==> config.mk <==
export PLATFORM = sky130hd
export DESIGN_NAME = pdl_diag_led
export DESIGN_NICKNAME = d
export VERILOG_FILES = /design/src/pdl_pkg.sv /design/src/pdl_diag_led.sv /design/src/pdl_led_drive.sv
export VERILOG_INCLUDE_DIRS = /design/src
export SDC_FILE = /design/constraint.sdc
export NUM_CORES = 1
export LEC_CHECK = 0
export BUFFER_PORTS_ARGS = -buffer_cell sky130_fd_sc_hd__buf_4
export CELL_PAD_IN_SITES_DETAIL_PLACEMENT = 1
export CELL_PAD_IN_SITES_GLOBAL_PLACEMENT = 2
export CORE_ASPECT_RATIO = 1.75
export CORE_MARGIN = 10
export CORE_UTILIZATION = 33
export DETAILED_ROUTE_END_ITERATION = 8
export PLACE_DENSITY_LB_ADDON = 0.25
export SYNTH_ARGS = -nofsm -noshare
export SYNTH_HDL_FRONTEND = slang
export SYNTH_SLANG_ARGS = --single-unit
==> constraint.sdc <==
create_clock -name clk_sys -period 1.9 [get_ports clk_sys]
set_clock_uncertainty 0.15 [all_clocks]
set_input_delay 0.57 -clock clk_sys [delete_from_list [all_inputs] [get_ports clk_sys]]
set_output_delay 0.57 -clock clk_sys [all_outputs]
set_load 0.01 [all_outputs]
==> src/pdl_consts.svh <==
`ifndef PDL_CONSTS_SVH
`define PDL_CONSTS_SVH

// management addresses
`define PDL_ADDR_DIAG 5'h12
`define PDL_ADDR_GAIN 5'h13
`define PDL_ADDR_LED 5'h17

// reset values
`define PDL_RST_DIAG 16'h0000
`define PDL_RST_GAIN 16'h4000
`define PDL_RST_LED 8'h10

// diagnostic field positions
`define PDL_DIAG_FAIL_BIT 12
`define PDL_DIAG_DUPLEX_BIT 11
`define PDL_DIAG_SPEED_BIT 10
`define PDL_DIAG_RXDET_BIT 9
`define PDL_DIAG_LOCK_BIT 8

// led field positions and width
`define PDL_LED_FIELD_W 4
`define PDL_LED_PRI_LSB 0
`define PDL_LED_SEC_LSB 4
`define PDL_LED_CFG_W 8

// blink timing
`define PDL_CLK_MHZ 100
`define PDL_BLINK_MS 40
`define PDL_BLINK_CYCLES (`PDL_BLINK_MS * 1000 * `PDL_CLK_MHZ)

`endif

==> src/pdl_pkg.sv <==
`default_nettype none
package pdl_pkg;

  // led source selection codes
  typedef enum logic [3:0] {
    PDL_SRC_LINK = 4'h0,
    PDL_SRC_ACT = 4'h1,
    PDL_SRC_RSV2 = 4'h2,
    PDL_SRC_RSV3 = 4'h3,
    PDL_SRC_RSV4 = 4'h4,
    PDL_SRC_100 = 4'h5,
    PDL_SRC_10 = 4'h6,
    PDL_SRC_FDX = 4'h7,
    PDL_SRC_LINK_BLINK = 4'h8
  } pdl_led_src_t;

endpackage : pdl_pkg
`default_nettype wire

==> src/pdl_diag_led.sv <==
`include "pdl_consts.svh"
`default_nettype none
module pdl_diag_led #(
  parameter int BLINK_CYCLES = `PDL_BLINK_CYCLES
) (
  input wire logic clk_sys,
  input wire logic rst_b,
  input wire logic [4:0] mgmt_addr,
  input wire logic mgmt_rd,
  input wire logic mgmt_wr,
  input wire logic [15:0] mgmt_wdata,
  input wire logic an_done,
  input wire logic an_fail,
  input wire logic an_full_duplex,
  input wire logic an_speed_100,
  input wire logic rx_signal_detected,
  input wire logic rx_pll_lock,
  input wire logic link_up,
  input wire logic rx_activity,
  input wire logic tx_activity,
  input wire logic speed_100,
  input wire logic full_duplex,
  output logic [15:0] mgmt_rdata,
  output logic mgmt_rdata_valid,
  output logic [15:0] tx_gain,
  output logic led_primary,
  output logic led_secondary
);

  logic neg_fail_flag_reg;
  logic duplex_result_reg;
  logic speed_result_reg;
  logic rx_signal_detected_reg;
  logic rx_lock_reg;
  logic [15:0] transceiver_gain_control_reg;
  logic [`PDL_LED_CFG_W-1:0] led_source_config_reg;
  logic [15:0] an_diagnostic_status;
  logic [15:0] rdata_next;
  logic diag_read;
  logic [31:0] blink_cnt_reg;
  logic blink_tick;
  logic act_pend_reg;
  logic act_show_reg;
  logic blink_phase_reg;
  logic [1:0] led_vec;

  // read strobe aimed at the diagnostic register
  assign diag_read = mgmt_rd && (mgmt_addr == `PDL_ADDR_DIAG);

  // failure flag: a new failure in the read cycle wins over the clear
  always_ff @(posedge clk_sys or negedge rst_b) begin
    if (!rst_b) begin
      neg_fail_flag_reg <= 1'b0;
    end else if (an_done && an_fail) begin
      neg_fail_flag_reg <= 1'b1;
    end else if (diag_read) begin
      neg_fail_flag_reg <= 1'b0;
    end
  end

  // resolved mode, latched when negotiation succeeds
  always_ff @(posedge clk_sys or negedge rst_b) begin
    if (!rst_b) begin
      duplex_result_reg <= 1'b0;
      speed_result_reg <= 1'b0;
    end else if (an_done && !an_fail) begin
      duplex_result_reg <= an_full_duplex;
      speed_result_reg <= an_speed_100;
    end
  end

  // live receive status, sampled once per clock
  always_ff @(posedge clk_sys or negedge rst_b) begin
    if (!rst_b) begin
      rx_signal_detected_reg <= 1'b0;
      rx_lock_reg <= 1'b0;
    end else begin
      rx_signal_detected_reg <= rx_signal_detected;
      rx_lock_reg <= rx_pll_lock;
    end
  end

  // diagnostic image; every other bit is tied low
  always_comb begin
    an_diagnostic_status = `PDL_RST_DIAG;
    an_diagnostic_status[`PDL_DIAG_FAIL_BIT] = neg_fail_flag_reg;
    an_diagnostic_status[`PDL_DIAG_DUPLEX_BIT] = duplex_result_reg;
    an_diagnostic_status[`PDL_DIAG_SPEED_BIT] = speed_result_reg;
    an_diagnostic_status[`PDL_DIAG_RXDET_BIT] = rx_signal_detected_reg;
    an_diagnostic_status[`PDL_DIAG_LOCK_BIT] = rx_lock_reg;
  end

  // gain control, full 16 bits writable
  always_ff @(posedge clk_sys or negedge rst_b) begin
    if (!rst_b) begin
      transceiver_gain_control_reg <= `PDL_RST_GAIN;
    end else if (mgmt_wr && (mgmt_addr == `PDL_ADDR_GAIN)) begin
      transceiver_gain_control_reg <= mgmt_wdata;
    end
  end

  // led config keeps only the two source fields; upper byte is not stored
  always_ff @(posedge clk_sys or negedge rst_b) begin
    if (!rst_b) begin
      led_source_config_reg <= `PDL_RST_LED;
    end else if (mgmt_wr && (mgmt_addr == `PDL_ADDR_LED)) begin
      led_source_config_reg <= mgmt_wdata[`PDL_LED_CFG_W-1:0];
    end
  end

  // writes to the diagnostic address fall through untouched
  always_comb begin
    rdata_next = 16'h0000;
    case (mgmt_addr)
      `PDL_ADDR_DIAG: rdata_next = an_diagnostic_status;
      `PDL_ADDR_GAIN: rdata_next = transceiver_gain_control_reg;
      `PDL_ADDR_LED: rdata_next = {8'h00, led_source_config_reg};
      default: rdata_next = 16'h0000;
    endcase
  end

  // read answer one cycle after the strobe, holds until next read
  always_ff @(posedge clk_sys or negedge rst_b) begin
    if (!rst_b) begin
      mgmt_rdata <= 16'h0000;
    end else if (mgmt_rd) begin
      mgmt_rdata <= rdata_next;
    end
  end

  // valid follows the read strobe one cycle late, high for as many cycles as mgmt_rd
  always_ff @(posedge clk_sys or negedge rst_b) begin
    if (!rst_b) begin
      mgmt_rdata_valid <= 1'b0;
    end else begin
      mgmt_rdata_valid <= mgmt_rd;
    end
  end

  // gain setting driven out to the analog transmitter
  always_ff @(posedge clk_sys or negedge rst_b) begin
    if (!rst_b) begin
      tx_gain <= `PDL_RST_GAIN;
    end else begin
      tx_gain <= transceiver_gain_control_reg;
    end
  end

  // divider giving the blink half period as a one-cycle enable
  always_ff @(posedge clk_sys or negedge rst_b) begin
    if (!rst_b) begin
      blink_cnt_reg <= 32'h0000_0000;
    end else if (blink_tick) begin
      blink_cnt_reg <= 32'h0000_0000;
    end else begin
      blink_cnt_reg <= blink_cnt_reg + 32'h0000_0001;
    end
  end

  assign blink_tick = (blink_cnt_reg == 32'(BLINK_CYCLES - 1));

  // activity stretch: single packets would be invisible without it
  always_ff @(posedge clk_sys or negedge rst_b) begin
    if (!rst_b) begin
      act_pend_reg <= 1'b0;
      act_show_reg <= 1'b0;
    end else if (blink_tick) begin
      act_show_reg <= act_pend_reg | rx_activity | tx_activity;
      act_pend_reg <= 1'b0;
    end else if (rx_activity || tx_activity) begin
      act_pend_reg <= 1'b1;
    end
  end

  // blink phase flips each half period
  always_ff @(posedge clk_sys or negedge rst_b) begin
    if (!rst_b) begin
      blink_phase_reg <= 1'b0;
    end else if (blink_tick) begin
      blink_phase_reg <= ~blink_phase_reg;
    end
  end

  // one driver per led; index 0 primary, index 1 secondary
  generate
    for (genvar i = 0; i < 2; i++) begin : g_led
      pdl_led_drive u_drive (
        .clk_sys(clk_sys),
        .rst_b(rst_b),
        .src_code(led_source_config_reg[i*`PDL_LED_FIELD_W +: `PDL_LED_FIELD_W]),
        .link_up(link_up),
        .act_show(act_show_reg),
        .blink_phase(blink_phase_reg),
        .speed_100(speed_100),
        .full_duplex(full_duplex),
        .led_out(led_vec[i])
      );
    end
  endgenerate

  assign led_primary = led_vec[0];
  assign led_secondary = led_vec[1];

endmodule : pdl_diag_led
`default_nettype wire

==> src/pdl_led_drive.sv <==
`default_nettype none
module pdl_led_drive (
  input wire logic clk_sys,
  input wire logic rst_b,
  input wire logic [3:0] src_code,
  input wire logic link_up,
  input wire logic act_show,
  input wire logic blink_phase,
  input wire logic speed_100,
  input wire logic full_duplex,
  output logic led_out
);

  logic led_next;

  // decode of the source code; anything unlisted keeps the led dark
  always_comb begin
    led_next = 1'b0;
    case (src_code)
      pdl_pkg::PDL_SRC_LINK: led_next = link_up;
      pdl_pkg::PDL_SRC_ACT: led_next = act_show;
      pdl_pkg::PDL_SRC_100: led_next = speed_100;
      pdl_pkg::PDL_SRC_10: led_next = ~speed_100;
      pdl_pkg::PDL_SRC_FDX: led_next = full_duplex;
      // steady on link, dark half periods while traffic runs
      pdl_pkg::PDL_SRC_LINK_BLINK: led_next = link_up & ~(act_show & blink_phase);
      default: led_next = 1'b0;
    endcase
  end

  // registered so the pin never glitches on a config write
  always_ff @(posedge clk_sys or negedge rst_b) begin
    if (!rst_b) begin
      led_out <= 1'b0;
    end else begin
      led_out <= led_next;
    end
  end

endmodule : pdl_led_drive
`default_nettype wire

== Yosys cells after proc, flatten, opt, wreduce, memory -nomap -nowiden ==
Index checks and enable logic that the tools add are counted.
Cells by class
  mux-type cells: 8
  order comparisons: 0
  equal/unequal tests: 14
  reductions and logical operators: 11
  bitwise logic cells: 7
  shifts and indexed selects: 0
  div/mod/pow operators: 0
  add/subtract/negate cells: 1
  $mul: 0
Operators by type and width (number)
  one-hot mux 16 bit (3 select lines): 1
  adder 32 x 1 -> 32 bit (second input constant): 1
  == test 32 x 22 -> 1 bit (second input constant): 1
  2-to-1 mux 32 bit: 1
  == test 4 x 3 -> 1 bit (second input constant): 6
  == test 5 bit (second input constant): 3
  one-hot mux 1 bit (6 select lines): 2
  == test 4 x 1 -> 1 bit (second input constant): 2
  == test 4 bit (second input constant): 2
  logical NOT 4 bit: 2
  logical AND 1 bit: 5
  2-to-1 mux 1 bit: 4
  nonzero test 2 bit: 2
  inverter 1 bit: 3
  AND 1 bit: 2
  bitwise OR 1 bit: 2
  logical NOT 1 bit: 1
  logical OR 1 bit: 1
Storage, ports and cells
  latch bits: 0
  output and inout bits: 35
  input port bits: 36
  word-level logic and storage cells: 57
  memories kept: 0
  bits in read-only memories: 0
  register bits after elaboration: 99
  bits in writable memories: 0

== Logic depth before layout (Yosys ltp) ==
Gate-level depths: netlist of the first run.
  depth after elaboration: 4
  gate-level depth with buffers: 6
  mapped depth without buffers: 5

== Modules after synthesis ==
From an unflattened synthesis of the first run, not the netlist that was laid out.
Unflattened totals
  cell total of the unflattened synthesis: 342
  area total of the unflattened synthesis: 4269.1 sq um
Modules (own cells, without submodules)
  pdl_diag_led: cells each 322, times used 1, seq. area each 2431.1 sq um, area an instance 4088.9 sq um
  pdl_led_drive: cells each 10, times used 2, seq. area each 25.0 sq um, area an instance 90.1 sq um

== Worst setup path before layout of the first run ==
OpenSTA, ideal clock, no wires.
  path type: input to register
  from: input port mgmt_addr[4]
  to: register led_source_config_reg[0]
  stages on the path: 4
  arrival: 1.650 ns
  data required time: 1.625 ns
  path buffers: 0
  library setup time: 0.125 ns
  path slack: -0.025 ns
  path through: nand3_1 nor3b_2 nand2_1 mux2_2
On the way
  cells in the longest elaborated chain, start to end: 2
Ends and longest elaborated chain
  start: declaration: line pdl_diag_led.sv:8  | input wire logic [4:0] mgmt_addr,
  == test 5 bit
  logical AND 1 bit: line pdl_diag_led.sv:106  | end else if (mgmt_wr && (mgmt_addr == `PDL_ADDR_LED)) begin
  end signal: assignment: line pdl_diag_led.sv:105  | led_source_config_reg <= `PDL_RST_LED;
  end signal: assignment: line pdl_diag_led.sv:107  | led_source_config_reg <= mgmt_wdata[`PDL_LED_CFG_W-1:0];
  end: declaration: line pdl_diag_led.sv:36  | logic [`PDL_LED_CFG_W-1:0] led_source_config_reg;
Every way passes these cells.
A chain may end at the register's enable or synchronous reset.

== Final worst setup path of the first run ==
  from: register blink_cnt_reg[1]
  to: register blink_cnt_reg[20]
On the way
  cells in the longest elaborated chain, start to end: 2
  elaborated cells between the ends (all ways): 3
  those cells by class: 1 x add/sub; 1 x eq/ne; 1 x mux
Ends and longest elaborated chain
  start: declaration: line pdl_diag_led.sv:40  | logic [31:0] blink_cnt_reg;
  start signal: assignment: line pdl_diag_led.sv:156  | blink_cnt_reg <= blink_cnt_reg + 32'h0000_0001;
  adder 32 x 1 -> 32 bit or == test 32 x 22 -> 1 bit (tied branches): line pdl_diag_led.sv:156, pdl_diag_led.sv:160
  2-to-1 mux 32 bit (*): line pdl_diag_led.sv:153  | end else if (blink_tick) begin
Mark *: on every way between the ends. The rest lies on a longest branch, timed or not.

==> impl_metrics.csv, run 1 <==
group,metric,value,unit
timing,fmax,0.550,GHz
floorplan,starting_density,0.338,
clock_network,clk-insertion-delay-late,0.34,ns
yosys,yosysMostFrequentCell,"dfrtp_1",
place,number_of_placed_instances_with_taps_included,614,
drt,detail_route.iter0.violations,68,
power,irDropWorstVdd,0.000408,V
timing,timing_max_transition_violations_final,0,
drt,finalWirelength,11200,microns
drt,drc_viols,0,
setup_path,worstSetupEndpointType,"flip-flop",
status,status,"finished clean",
power,leakage_power,2.54,nW
hold_path,holdCritPathClass,"in2reg",
clock_network,tritoncts,"built",
setup_path,critical_path_cell_list,"ha_4 > nand4_4 > or2_4 > or4_1 > o211ai_1",
power,power.share.clock,0.360,
yosys,synth.top_cell.area_share,0.588,
global_route,groute.usage.overall,0.133,
timing,final_hold_viol_count,0,
floorplan,die-height,167,microns
timing,max-slew-margin-rel,0.744,
hold_path,min_delay_path_depth,1,
clock_network,cts_inserted_buffers,9,
power,power.total,4.74,mW
layout,multi_input_area,1600,sq um
timing,worstMarginPinSlew,0.382,ns
flow_run,maxCapViolations,0,
global_route,grt_first_pass_wirelength,18600,microns
timing,setup_viol,0,
timing,fin_hold_ws,0.181,ns
layout,drive_gt1_frac,0.388,
floorplan,design.die.area,17400,sq um
setup_path,cp.arrival,1.93,ns
power,p_sw,1.20,mW
timing,fin_crit_sh,0.956,
place,place_worst_setup_slack,-0.0524,ns
yosys,ys_seq_area_frac,0.608,
timing,layout_min_cycle_time,1.82,ns
global_route,antenna_found_initial,0,
power,relative_contribution_of_sequential_cells_to_total_power,0.520,
power,sw_ratio,0.253,
yosys,ys_ff_latch,99,
power,powerDensity,858,nW/um^2
global_route,grt_max_degree,35,
timing,setup_ws,0.0831,ns
yosys,synth.cell_area,4080,sq um
setup_path,worst-r2r-cell-count,5,
yosys,yosys-top-cells-area,"dfrtp_1, mux2_2, xnor2_1, nor2_1, a22oi_1",
floorplan,floorplan.core_area,12100,sq um
setup_path,critPathKind,"reg2reg",
floorplan,placementRows,53,
yosys,syn_avg_cell_area,12.0,sq um
floorplan,num_io_pins,71,
setup_path,worst_path_fanout_max,4,
place,place_hpwl,8680,microns
timing,grt_setup_unrepaired,"yes",
clock_network,cts_max_path_buffers,2,
layout,insertedDiodeCount,0,
yosys,ys_top_cells_by_count,"dfrtp_1, nor2_1, mux2_2",
yosys,primary_flip_flop_cell_chosen_by_synthesis_mapping,"dfrtp_1",
power,power.share.combinational,0.120,
setup_path,worst_path_largest_cell_delay,0.50,ns
yosys,postSynthNetCount,377,
layout,fillcell_total,1336,
clock_network,clock-sinks,99,
yosys,syn-instance-count,340,
global_route,first_global_vias,3525,
layout,layout.area.seq,2480,sq um
yosys,synth_edf_count,0,
layout,flip_flop_count_of_the_largest_register_after_layout,32,
drt,wl_per_cell,17.8,microns
yosys,ys.warnings.count,0,
drt,drt_pass1_iterations,4,
place,portBuffers,70,
drt,ant_nets,0,
global_route,grt-ovfl-total,0,
yosys,dominant_cell_type_by_area_after_synthesis,"dfrtp_1",
yosys,synth.lib_cells_used.distinct,47,
drt,via_per_inst,4.87,
drt,num_vias,3078,
setup_path,critPathSlowestCell,"or4_1",
layout,final_cell_count_no_fill,632,
power,p_int,3.54,mW
floorplan,fp.dieW,104,microns
clock_network,path_clk_slew,0.07,ns
place,gp_routability_congestion,0.799,
setup_path,required,2.01,ns
setup_path,worst_setup_path_start_kind,"flip-flop",
layout,design.final.nets,499,
clock_network,clock_tree.htree_level_count,3,
yosys,ys_async_sr_fraction,1.00,
layout,flow.area_growth_from_synthesis,35.4,%
clock_network,cts_root_buffer,"clkbuf_16",
-- repair_timing --
action                                 in CTS  in global routing
endpoints found under the hold margin       3                  0
hold buffers                                1                  0
setup endpoints to repair                   3                  9
setup buffers                               1                  0
gates resized for setup                     1                  8
pin swaps                                   0                  3
-- cell families after synthesis --
group,synth area share
mux,0.0744
simple gates,0.157
compound gates,0.0904
fa+ha+maj,0.00306
xor+xnor,0.0515
flops,0.608
buf+inv,0.0162
-- layout by cell type, fill, tap and decap left out, types with 3 or more instances in the layout --
cell	netlist	routed
a21oi_1	19	19
inv_1	10	10
a22oi_1	13	13
clkbuf_16	0	9
xor2_1	5	5
mux2_2	27	27
buf_4	0	114
inv_6	0	3
xnor2_1	19	19
buf_12	0	3
dfrtp_1	96	96
o21ai_0	12	11
and4_1	5	5
nor3_1	6	5
nand3_1	17	16
dfstp_2	3	3
nor2_1	28	28
nand4_1	8	8
nor2b_1	3	3
and3_1	6	6
a31oi_1	4	4
nor4_2	1	4
nand2_1	16	16
-- path summary, 6_finish.rpt --
path,startpoint,to,slack (ns)
worst max register to register,blink_cnt_reg[1]$_DFF_PN0_,blink_cnt_reg[20]$_DFF_PN0_,0.08
worst max-delay path,blink_cnt_reg[1]$_DFF_PN0_,blink_cnt_reg[20]$_DFF_PN0_,0.08
worst min register to register,transceiver_gain_control_reg[14]$_DFFE_PN1P_,tx_gain[14]$_DFF_PN1_,0.23
min in group asynchronous,rst_b,mgmt_rdata_valid$_DFF_PN0_,0.54
max in group asynchronous,rst_b,led_source_config_reg[4]$_DFFE_PN1P_,0.53
worst min-delay path,rx_signal_detected,rx_signal_detected_reg$_DFF_PN0_,0.18
-- area by class of cell --
class / count / area share
Sequential cell: 99 / 0.449
Multi-Input combinational cell: 224 / 0.290
Timing Repair Buffer: 118 / 0.167
Clock buffer: 10 / 0.0414
Tap cell: 165 / 0.0373
Clock inverter: 6 / 0.00837
Inverter: 10 / 0.00679
-- critical path, delay by kind of cell (launching register included) --
kind	cells	cell delay, ns
AO/OA/AOI/OAI	1	0.09
adder cells (fa/ha/maj)	1	0.18
flip-flops	1	0.40
AND/OR/NAND/NOR	3	0.91
-- power groups by stage --
stage / clock network (mW) / registers [mW] / logic [mW]
final: 1.70 / 2.47 / 0.570
after global routing: 1.85 / 2.50 / 0.633
after CTS: 1.76 / 2.47 / 0.589
after detailed placement: 0 / 2.51 / 0.585
after global placement: 0 / 2.50 / 0.564
after floorplan: 0 / 2.52 / 0.192
-- routing by layer --
metal  up-vias  track usage  wire (microns)
met5         -            0               0
met3         9       0.0307             330
met4         0       0.0456             152
met2        49        0.258            6520
met1      1549        0.133            4240
li1       1471            -               -
-- per-stage QoR --
stage / TNS [ns] / instance area (sq um) / util
2_1_floorplan: -0.331 / 4110 / -
3_5_place_dp: -0.288 / 5190 / 0.430
5_1_grt: -0.00990 / 5530 / 0.458
6_report: 0 / 5530 / 0.458
3_3_place_gp: 0 / 5190 / 0.430
4_1_cts: 0 / 5490 / 0.455
Power figures use the tool's default switching activity.
==> run 2, diff against run 1 <==
Settings changed: RECOVER_POWER set to 50.
==> impl_metrics.csv, run 2 (synthesis results as in run 1) <==
group,metric,value,unit
timing,layout_min_cycle_time,1.81,ns
timing,fin_crit_sh,0.955,
floorplan,floorplan.core_area,12100,sq um
drt,via_per_inst,4.87,
power,relative_contribution_of_sequential_cells_to_total_power,0.521,
clock_network,cts_root_buffer,"clkbuf_16",
floorplan,fp.dieW,104,microns
power,sw_ratio,0.253,
power,power.share.clock,0.360,
global_route,antenna_found_initial,0,
layout,layout_commonest_cell,"buf_4",
drt,ant_nets,0,
floorplan,num_io_pins,71,
setup_path,required,2.01,ns
setup_path,cp.arrival,1.93,ns
setup_path,worstSetupEndpointType,"flip-flop",
power,leakage_power,2.53,nW
setup_path,worst_path_fanout_max,4,
layout,insertedDiodeCount,0,
global_route,grt_max_degree,35,
layout,final_cell_count_no_fill,632,
layout,flow.area_growth_from_synthesis,34.6,%
layout,design.final.nets,499,
timing,setup_viol,0,
floorplan,die-height,167,microns
hold_path,holdCritPathClass,"in2reg",
floorplan,placementRows,53,
layout,drive_gt1_frac,0.377,
setup_path,worst_setup_path_start_kind,"flip-flop",
setup_path,critPathKind,"reg2reg",
status,status,"finished clean",
timing,fmax,0.551,GHz
drt,wl_per_cell,17.8,microns
clock_network,cts_inserted_buffers,9,
power,powerDensity,861,nW/um^2
drt,finalWirelength,11200,microns
global_route,groute.usage.overall,0.133,
power,p_int,3.54,mW
flow_run,maxCapViolations,0,
timing,grt_setup_unrepaired,"yes",
place,portBuffers,70,
timing,max-slew-margin-rel,0.520,
drt,drc_viols,0,
clock_network,path_clk_slew,0.07,ns
power,p_sw,1.20,mW
clock_network,clock-sinks,99,
floorplan,starting_density,0.338,
clock_network,tritoncts,"built",
drt,drt_pass1_iterations,4,
place,gp_routability_congestion,0.799,
clock_network,clk-insertion-delay-late,0.34,ns
place,number_of_placed_instances_with_taps_included,614,
drt,num_vias,3075,
power,irDropWorstVdd,0.000408,V
layout,top_library_cells_by_usage_in_the_layout_fill_and_taps_aside,"buf_4, dfrtp_1, nor2_1",
clock_network,clock_tree.htree_level_count,3,
power,power.total,4.73,mW
clock_network,cts_max_path_buffers,2,
timing,fin_hold_ws,0.202,ns
drt,detail_route.iter0.violations,69,
global_route,first_global_vias,3525,
timing,timing_max_transition_violations_final,0,
timing,final_hold_viol_count,0,
global_route,grt-ovfl-total,0,
floorplan,design.die.area,17400,sq um
layout,flip_flop_count_of_the_largest_register_after_layout,32,
power,power.share.combinational,0.119,
global_route,grt_first_pass_wirelength,18600,microns
place,place_hpwl,8680,microns
timing,worstMarginPinSlew,0.719,ns
run 2: cell types whose count changed in the layout (fill, tap and decap cells not counted):
cell,before,now
buf_4,114,105
clkbuf_1,1,4
clkbuf_2,0,3
clkbuf_4,0,3
buf_12,3,2
buf_6,0,1
dfstp_1,0,1
dfstp_2,3,2
nor3_1,5,6
nor3_2,2,1
run 2: timing repair:
action	in CTS	in global routing
hold buffers	1	0
gates resized for setup	1	8
setup endpoints to repair	3	9
hold endpoints to repair	3	0
setup buffers	1	0
pin swaps	0	3
run 2: per-stage QoR:
step / TNS (ns) / util / setup WS (ns) / cell area, sq um
2_1_floorplan: -0.331 / - / -0.0248 / 4110
3_3_place_gp: 0 / 0.430 / 0.0194 / 5190
3_5_place_dp: -0.288 / 0.430 / -0.0524 / 5190
4_1_cts: 0 / 0.455 / 0.0158 / 5490
5_1_grt: -0.00990 / 0.455 / -0.00765 / 5500
6_report: 0 / 0.455 / 0.0852 / 5500
run 2: final cells by class:
| type | count | area [sq um] |
|---|---|---|
| Fill cell | 1340 | 6570 |
| Sequential cell | 99 | 2480 |
| Multi-Input combinational cell | 224 | 1600 |
| Timing Repair Buffer | 118 | 898 |
| Clock buffer | 10 | 229 |
| Tap cell | 165 | 206 |
| Clock inverter | 6 | 46.3 |
| Inverter | 10 | 37.5 |
run 2: critical path, stage by stage, from the launching register on:
cell	delay (ns)
dfrtp_1	0.40
ha_4	0.18
nand4_4	0.12
or2_4	0.29
or4_1	0.50
o211ai_1	0.09
run 2: power groups by stage:
stage | clock (mW) | combinational (mW) | sequential (mW)
after CTS | 1.76 | 0.589 | 2.47
after global placement | 0 | 0.564 | 2.50
after global routing | 1.85 | 0.626 | 2.49
after floorplan | 0 | 0.192 | 2.52
after detailed placement | 0 | 0.585 | 2.51
final | 1.70 | 0.563 | 2.46
run 2: metal layers:
layer / wire length [microns] / global-route usage / vias up
met4: 152 / 0.0456 / 0
met5: 0 / 0 / -
met1: 4220 / 0.133 / 1548
met2: 6540 / 0.258 / 49
li1: - / - / 1469
met3: 315 / 0.0307 / 9
run 2: path summary, 6_finish.rpt:
path / startpoint / endpoint / slack (ns) / depth (start not counted)
setup / recovery: blink_cnt_reg[1]$_DFF_PN0_ / blink_cnt_reg[20]$_DFF_PN0_ / 0.09 / 5
hold / removal: rx_signal_detected / rx_signal_detected_reg$_DFF_PN0_ / 0.20 / 1
setup reg to reg: blink_cnt_reg[1]$_DFF_PN0_ / blink_cnt_reg[20]$_DFF_PN0_ / 0.09 / 5
hold reg to reg: transceiver_gain_control_reg[14]$_DFFE_PN1P_ / tx_gain[14]$_DFF_PN1_ / 0.24 / 0
max in group asynchronous: rst_b / transceiver_gain_control_reg[12]$_DFFE_PN0P_ / 0.20 / 3
min in group asynchronous: rst_b / mgmt_rdata_valid$_DFF_PN0_ / 0.66 / 2
==> run 3, diff against run 2 <==
Settings changed: ABC_AREA set to 1, CELL_PAD_IN_SITES_DETAIL_PLACEMENT 1 to 0, CELL_PAD_IN_SITES_GLOBAL_PLACEMENT 2 to 1, CORE_UTILIZATION 33 to 38.
==> impl_metrics.csv, run 3 <==
group,metric,value,unit
layout,design.final.nets,704,
floorplan,floorplan.core_area,11900,sq um
drt,drc_viols,0,
floorplan,design.die.area,17100,sq um
setup_path,cp.arrival,1.79,ns
global_route,gr-max-usage-layer,"met2",
layout,drive_gt1_frac,0.190,
setup_path,cp-startpoint,"blink_cnt_reg[0]$_DFF_PN0_",
yosys,synth.cell_area,4620,sq um
yosys,syn_avg_cell_area,7.98,sq um
flow_run,maxCapViolations,0,
drt,drt_pass1_iterations,4,
yosys,synth.lib_cells_used.distinct,28,
power,powerDensity,840,nW/um^2
power,power.total,4.77,mW
floorplan,starting_density,0.387,
layout,fillcell_total,1196,
setup_path,required,1.97,ns
status,status,"finished clean",
timing,worstMarginPinSlew,0.798,ns
timing,final_tns_setup,0,ns
clock_network,tritoncts,"built",
yosys,ys_seq_area_frac,0.537,
yosys,ys_async_sr_fraction,1.00,
clock_network,cts_inserted_buffers,9,
place,gp_routability_congestion,0.958,
layout,flip_flop_count_of_the_largest_register_after_layout,32,
global_route,grt_util_met3,0.0416,
layout,layout_commonest_cell,"nand2_1",
timing,grt_setup_unrepaired,"no",
hold_path,holdCritPathClass,"in2reg",
clock_network,clock-sinks,99,
timing,max-slew-margin-rel,0.468,
setup_path,worstReg2RegStart,"blink_cnt_reg[0]$_DFF_PN0_",
drt,num_vias,3901,
yosys,synth_edf_count,0,
global_route,grt_use_met2,0.264,
yosys,yosysMostFrequentCell,"nand2_1",
clock_network,path_clk_slew,0.07,ns
global_route,groute.usage.overall,0.152,
timing,final_hold_viol_count,0,
power,leakage_power,2.92,nW
global_route,first_global_vias,4097,
global_route,antenna_found_initial,0,
yosys,ys_top_cells_by_count,"nand2_1, dfrtp_1, inv_1",
drt,ant_nets,0,
setup_path,r2r_setup_slack,0.18,ns
setup_path,endpoint,"act_pend_reg$_DFFE_PN0P_",
floorplan,num_io_pins,71,
yosys,synth.top_cell.area_share,0.520,
setup_path,critPathSlowestCell,"dfrtp_1",
setup_path,worst-r2r-cell-count,8,
setup_path,worst_path_largest_cell_delay,0.41,ns
yosys,dominant_cell_type_by_area_after_synthesis,"dfrtp_1",
setup_path,worst_setup_path_start_kind,"flip-flop",
setup_path,rr_endpoint,"act_pend_reg$_DFFE_PN0P_",
layout,flow.area_growth_from_synthesis,22.8,%
setup_path,cpMostUsedCell,"nor2_4",
global_route,grt_max_degree,33,
clock_network,cts_max_path_buffers,2,
yosys,postSynthNetCount,616,
setup_path,critical_path_cell_list,"ha_1 > nand2_1 > nor2_4 > nand2_4 > nor2_4 > nand2_2 > clkinv_2 > nor2_1",
timing,layout_min_cycle_time,1.72,ns
global_route,grt_first_pass_wirelength,20400,microns
drt,detail_route.iter0.violations,139,
setup_path,critPathKind,"reg2reg",
yosys,ys.warnings.count,0,
place,place_hpwl,9790,microns
floorplan,fp.dieW,103,microns
power,irDropWorstVdd,0.000470,V
global_route,met1_routing_resource_usage_after_global_routing,0.154,
global_route,grt-ovfl-total,0,
floorplan,placementRows,53,
clock_network,clk-insertion-delay-late,0.35,ns
timing,setup_viol,0,
yosys,syn-instance-count,579,
place,portBuffers,70,
timing,fmax,0.582,GHz
floorplan,die-height,166,microns
setup_path,worstSetupEndpointType,"flip-flop",
timing,fin_crit_sh,0.905,
layout,top_library_cells_by_usage_in_the_layout_fill_and_taps_aside,"nand2_1, dfrtp_1, inv_1, buf_4, nor2_1",
setup_path,worst_path_fanout_max,9,
yosys,yosys-top-cells-area,"dfrtp_1, nand2_1, inv_1, nor2_1, o21ai_1",
yosys,ys_ff_latch,99,
clock_network,clock_tree.htree_level_count,3,
clock_network,cts_root_buffer,"clkbuf_16",
yosys,primary_flip_flop_cell_chosen_by_synthesis_mapping,"dfrtp_1",
drt,wl_per_cell,15.2,microns
clock_network,post_cts.repair.setup_buffers,0,
drt,finalWirelength,12300,microns
drt,via_per_inst,4.82,
layout,insertedDiodeCount,0,
timing,timing_max_transition_violations_final,0,
run 3: cell types whose count changed in the layout (fill, tap and decap cells not counted), moves of 15 or more:
cell,before,now
nor2_1,28,68
nand3_1,16,35
o21ai_1,1,16
inv_1,10,74
nand2_1,16,184
o21ai_0,11,31
mux2_2,27,0
buf_4,105,74
run 3: logic make-up after synthesis:
group	synth area share
simple gates	0.300
flops	0.537
buf+inv	0.0734
compound gates	0.0644
xor+xnor	0.0227
fa+ha+maj	0.00271
run 3: worst min path at each step:
stage          slack (ns)                               end  cells past startpoint                                          from
3_5_place_dp         0.22             tx_gain[14]$_DFF_PN1_                      0  transceiver_gain_control_reg[14]$_DFFE_PN1P_
2_1_floorplan        0.12          act_pend_reg$_DFFE_PN0P_                      0                                         rst_b
4_1_cts              0.17             rx_lock_reg$_DFF_PN0_                      1                                   rx_pll_lock
3_3_place_gp         0.22             tx_gain[14]$_DFF_PN1_                      0  transceiver_gain_control_reg[14]$_DFFE_PN1P_
5_1_grt              0.19  rx_signal_detected_reg$_DFF_PN0_                      1                            rx_signal_detected
6_report             0.20             rx_lock_reg$_DFF_PN0_                      1                                   rx_pll_lock
run 3: worst max-delay path, delay by kind of cell, from the launching register on:
kind / cells / cell delay (ns)
adder cells (fa/ha/maj): 1 / 0.21
AND/OR/NAND/NOR: 6 / 0.68
buffers and inverters: 1 / 0.14
flip-flops: 1 / 0.41
run 3: final cells by class:
cell class                 instances  area (sq um)  share of cell area
sequential                        99          2480               0.437
multi-input combinational        392          1800               0.317
timing repair buffer              86           631               0.111
inverter                          79           298              0.0525
clock buffer                      10           239              0.0421
tap                              137           171              0.0302
clock inverter                     6          56.3             0.00992
run 3: power by group:
part / switching (mW) / internal [mW]
registers: 0.128 / 2.30
clock network: 0.872 / 0.953
logic: 0.269 / 0.242
total: 1.27 / 3.50
run 3: stage by stage:
stage / std cells / hold WS [ns] / setup slack, ns / instance area, sq um / util
detailed placement: 792 / 0.225 / 0.133 / 5400 / 0.453
floorplan: 579 / 0.124 / 0.360 / 4620 / -
global placement: 792 / 0.224 / 0.180 / 5400 / 0.453
finish: 809 / 0.200 / 0.181 / 5670 / 0.475
CTS: 809 / 0.173 / 0.126 / 5710 / 0.478
global route: 809 / 0.192 / 0.0556 / 5670 / 0.475
run 3: layer usage:
layer / wire (microns) / vias to the layer above
met5: 0 / -
met4: 683 / 0
met3: 578 / 39
met2: 6470 / 100
met1: 4550 / 1799
li1: - / 1963
run 3: repair_timing:
action                                  in CTS  in global routing
endpoints found under the setup margin       0                  3
hold endpoints to repair                    19                  0
gates resized for setup                      0                  2
hold buffers                                 1                  0
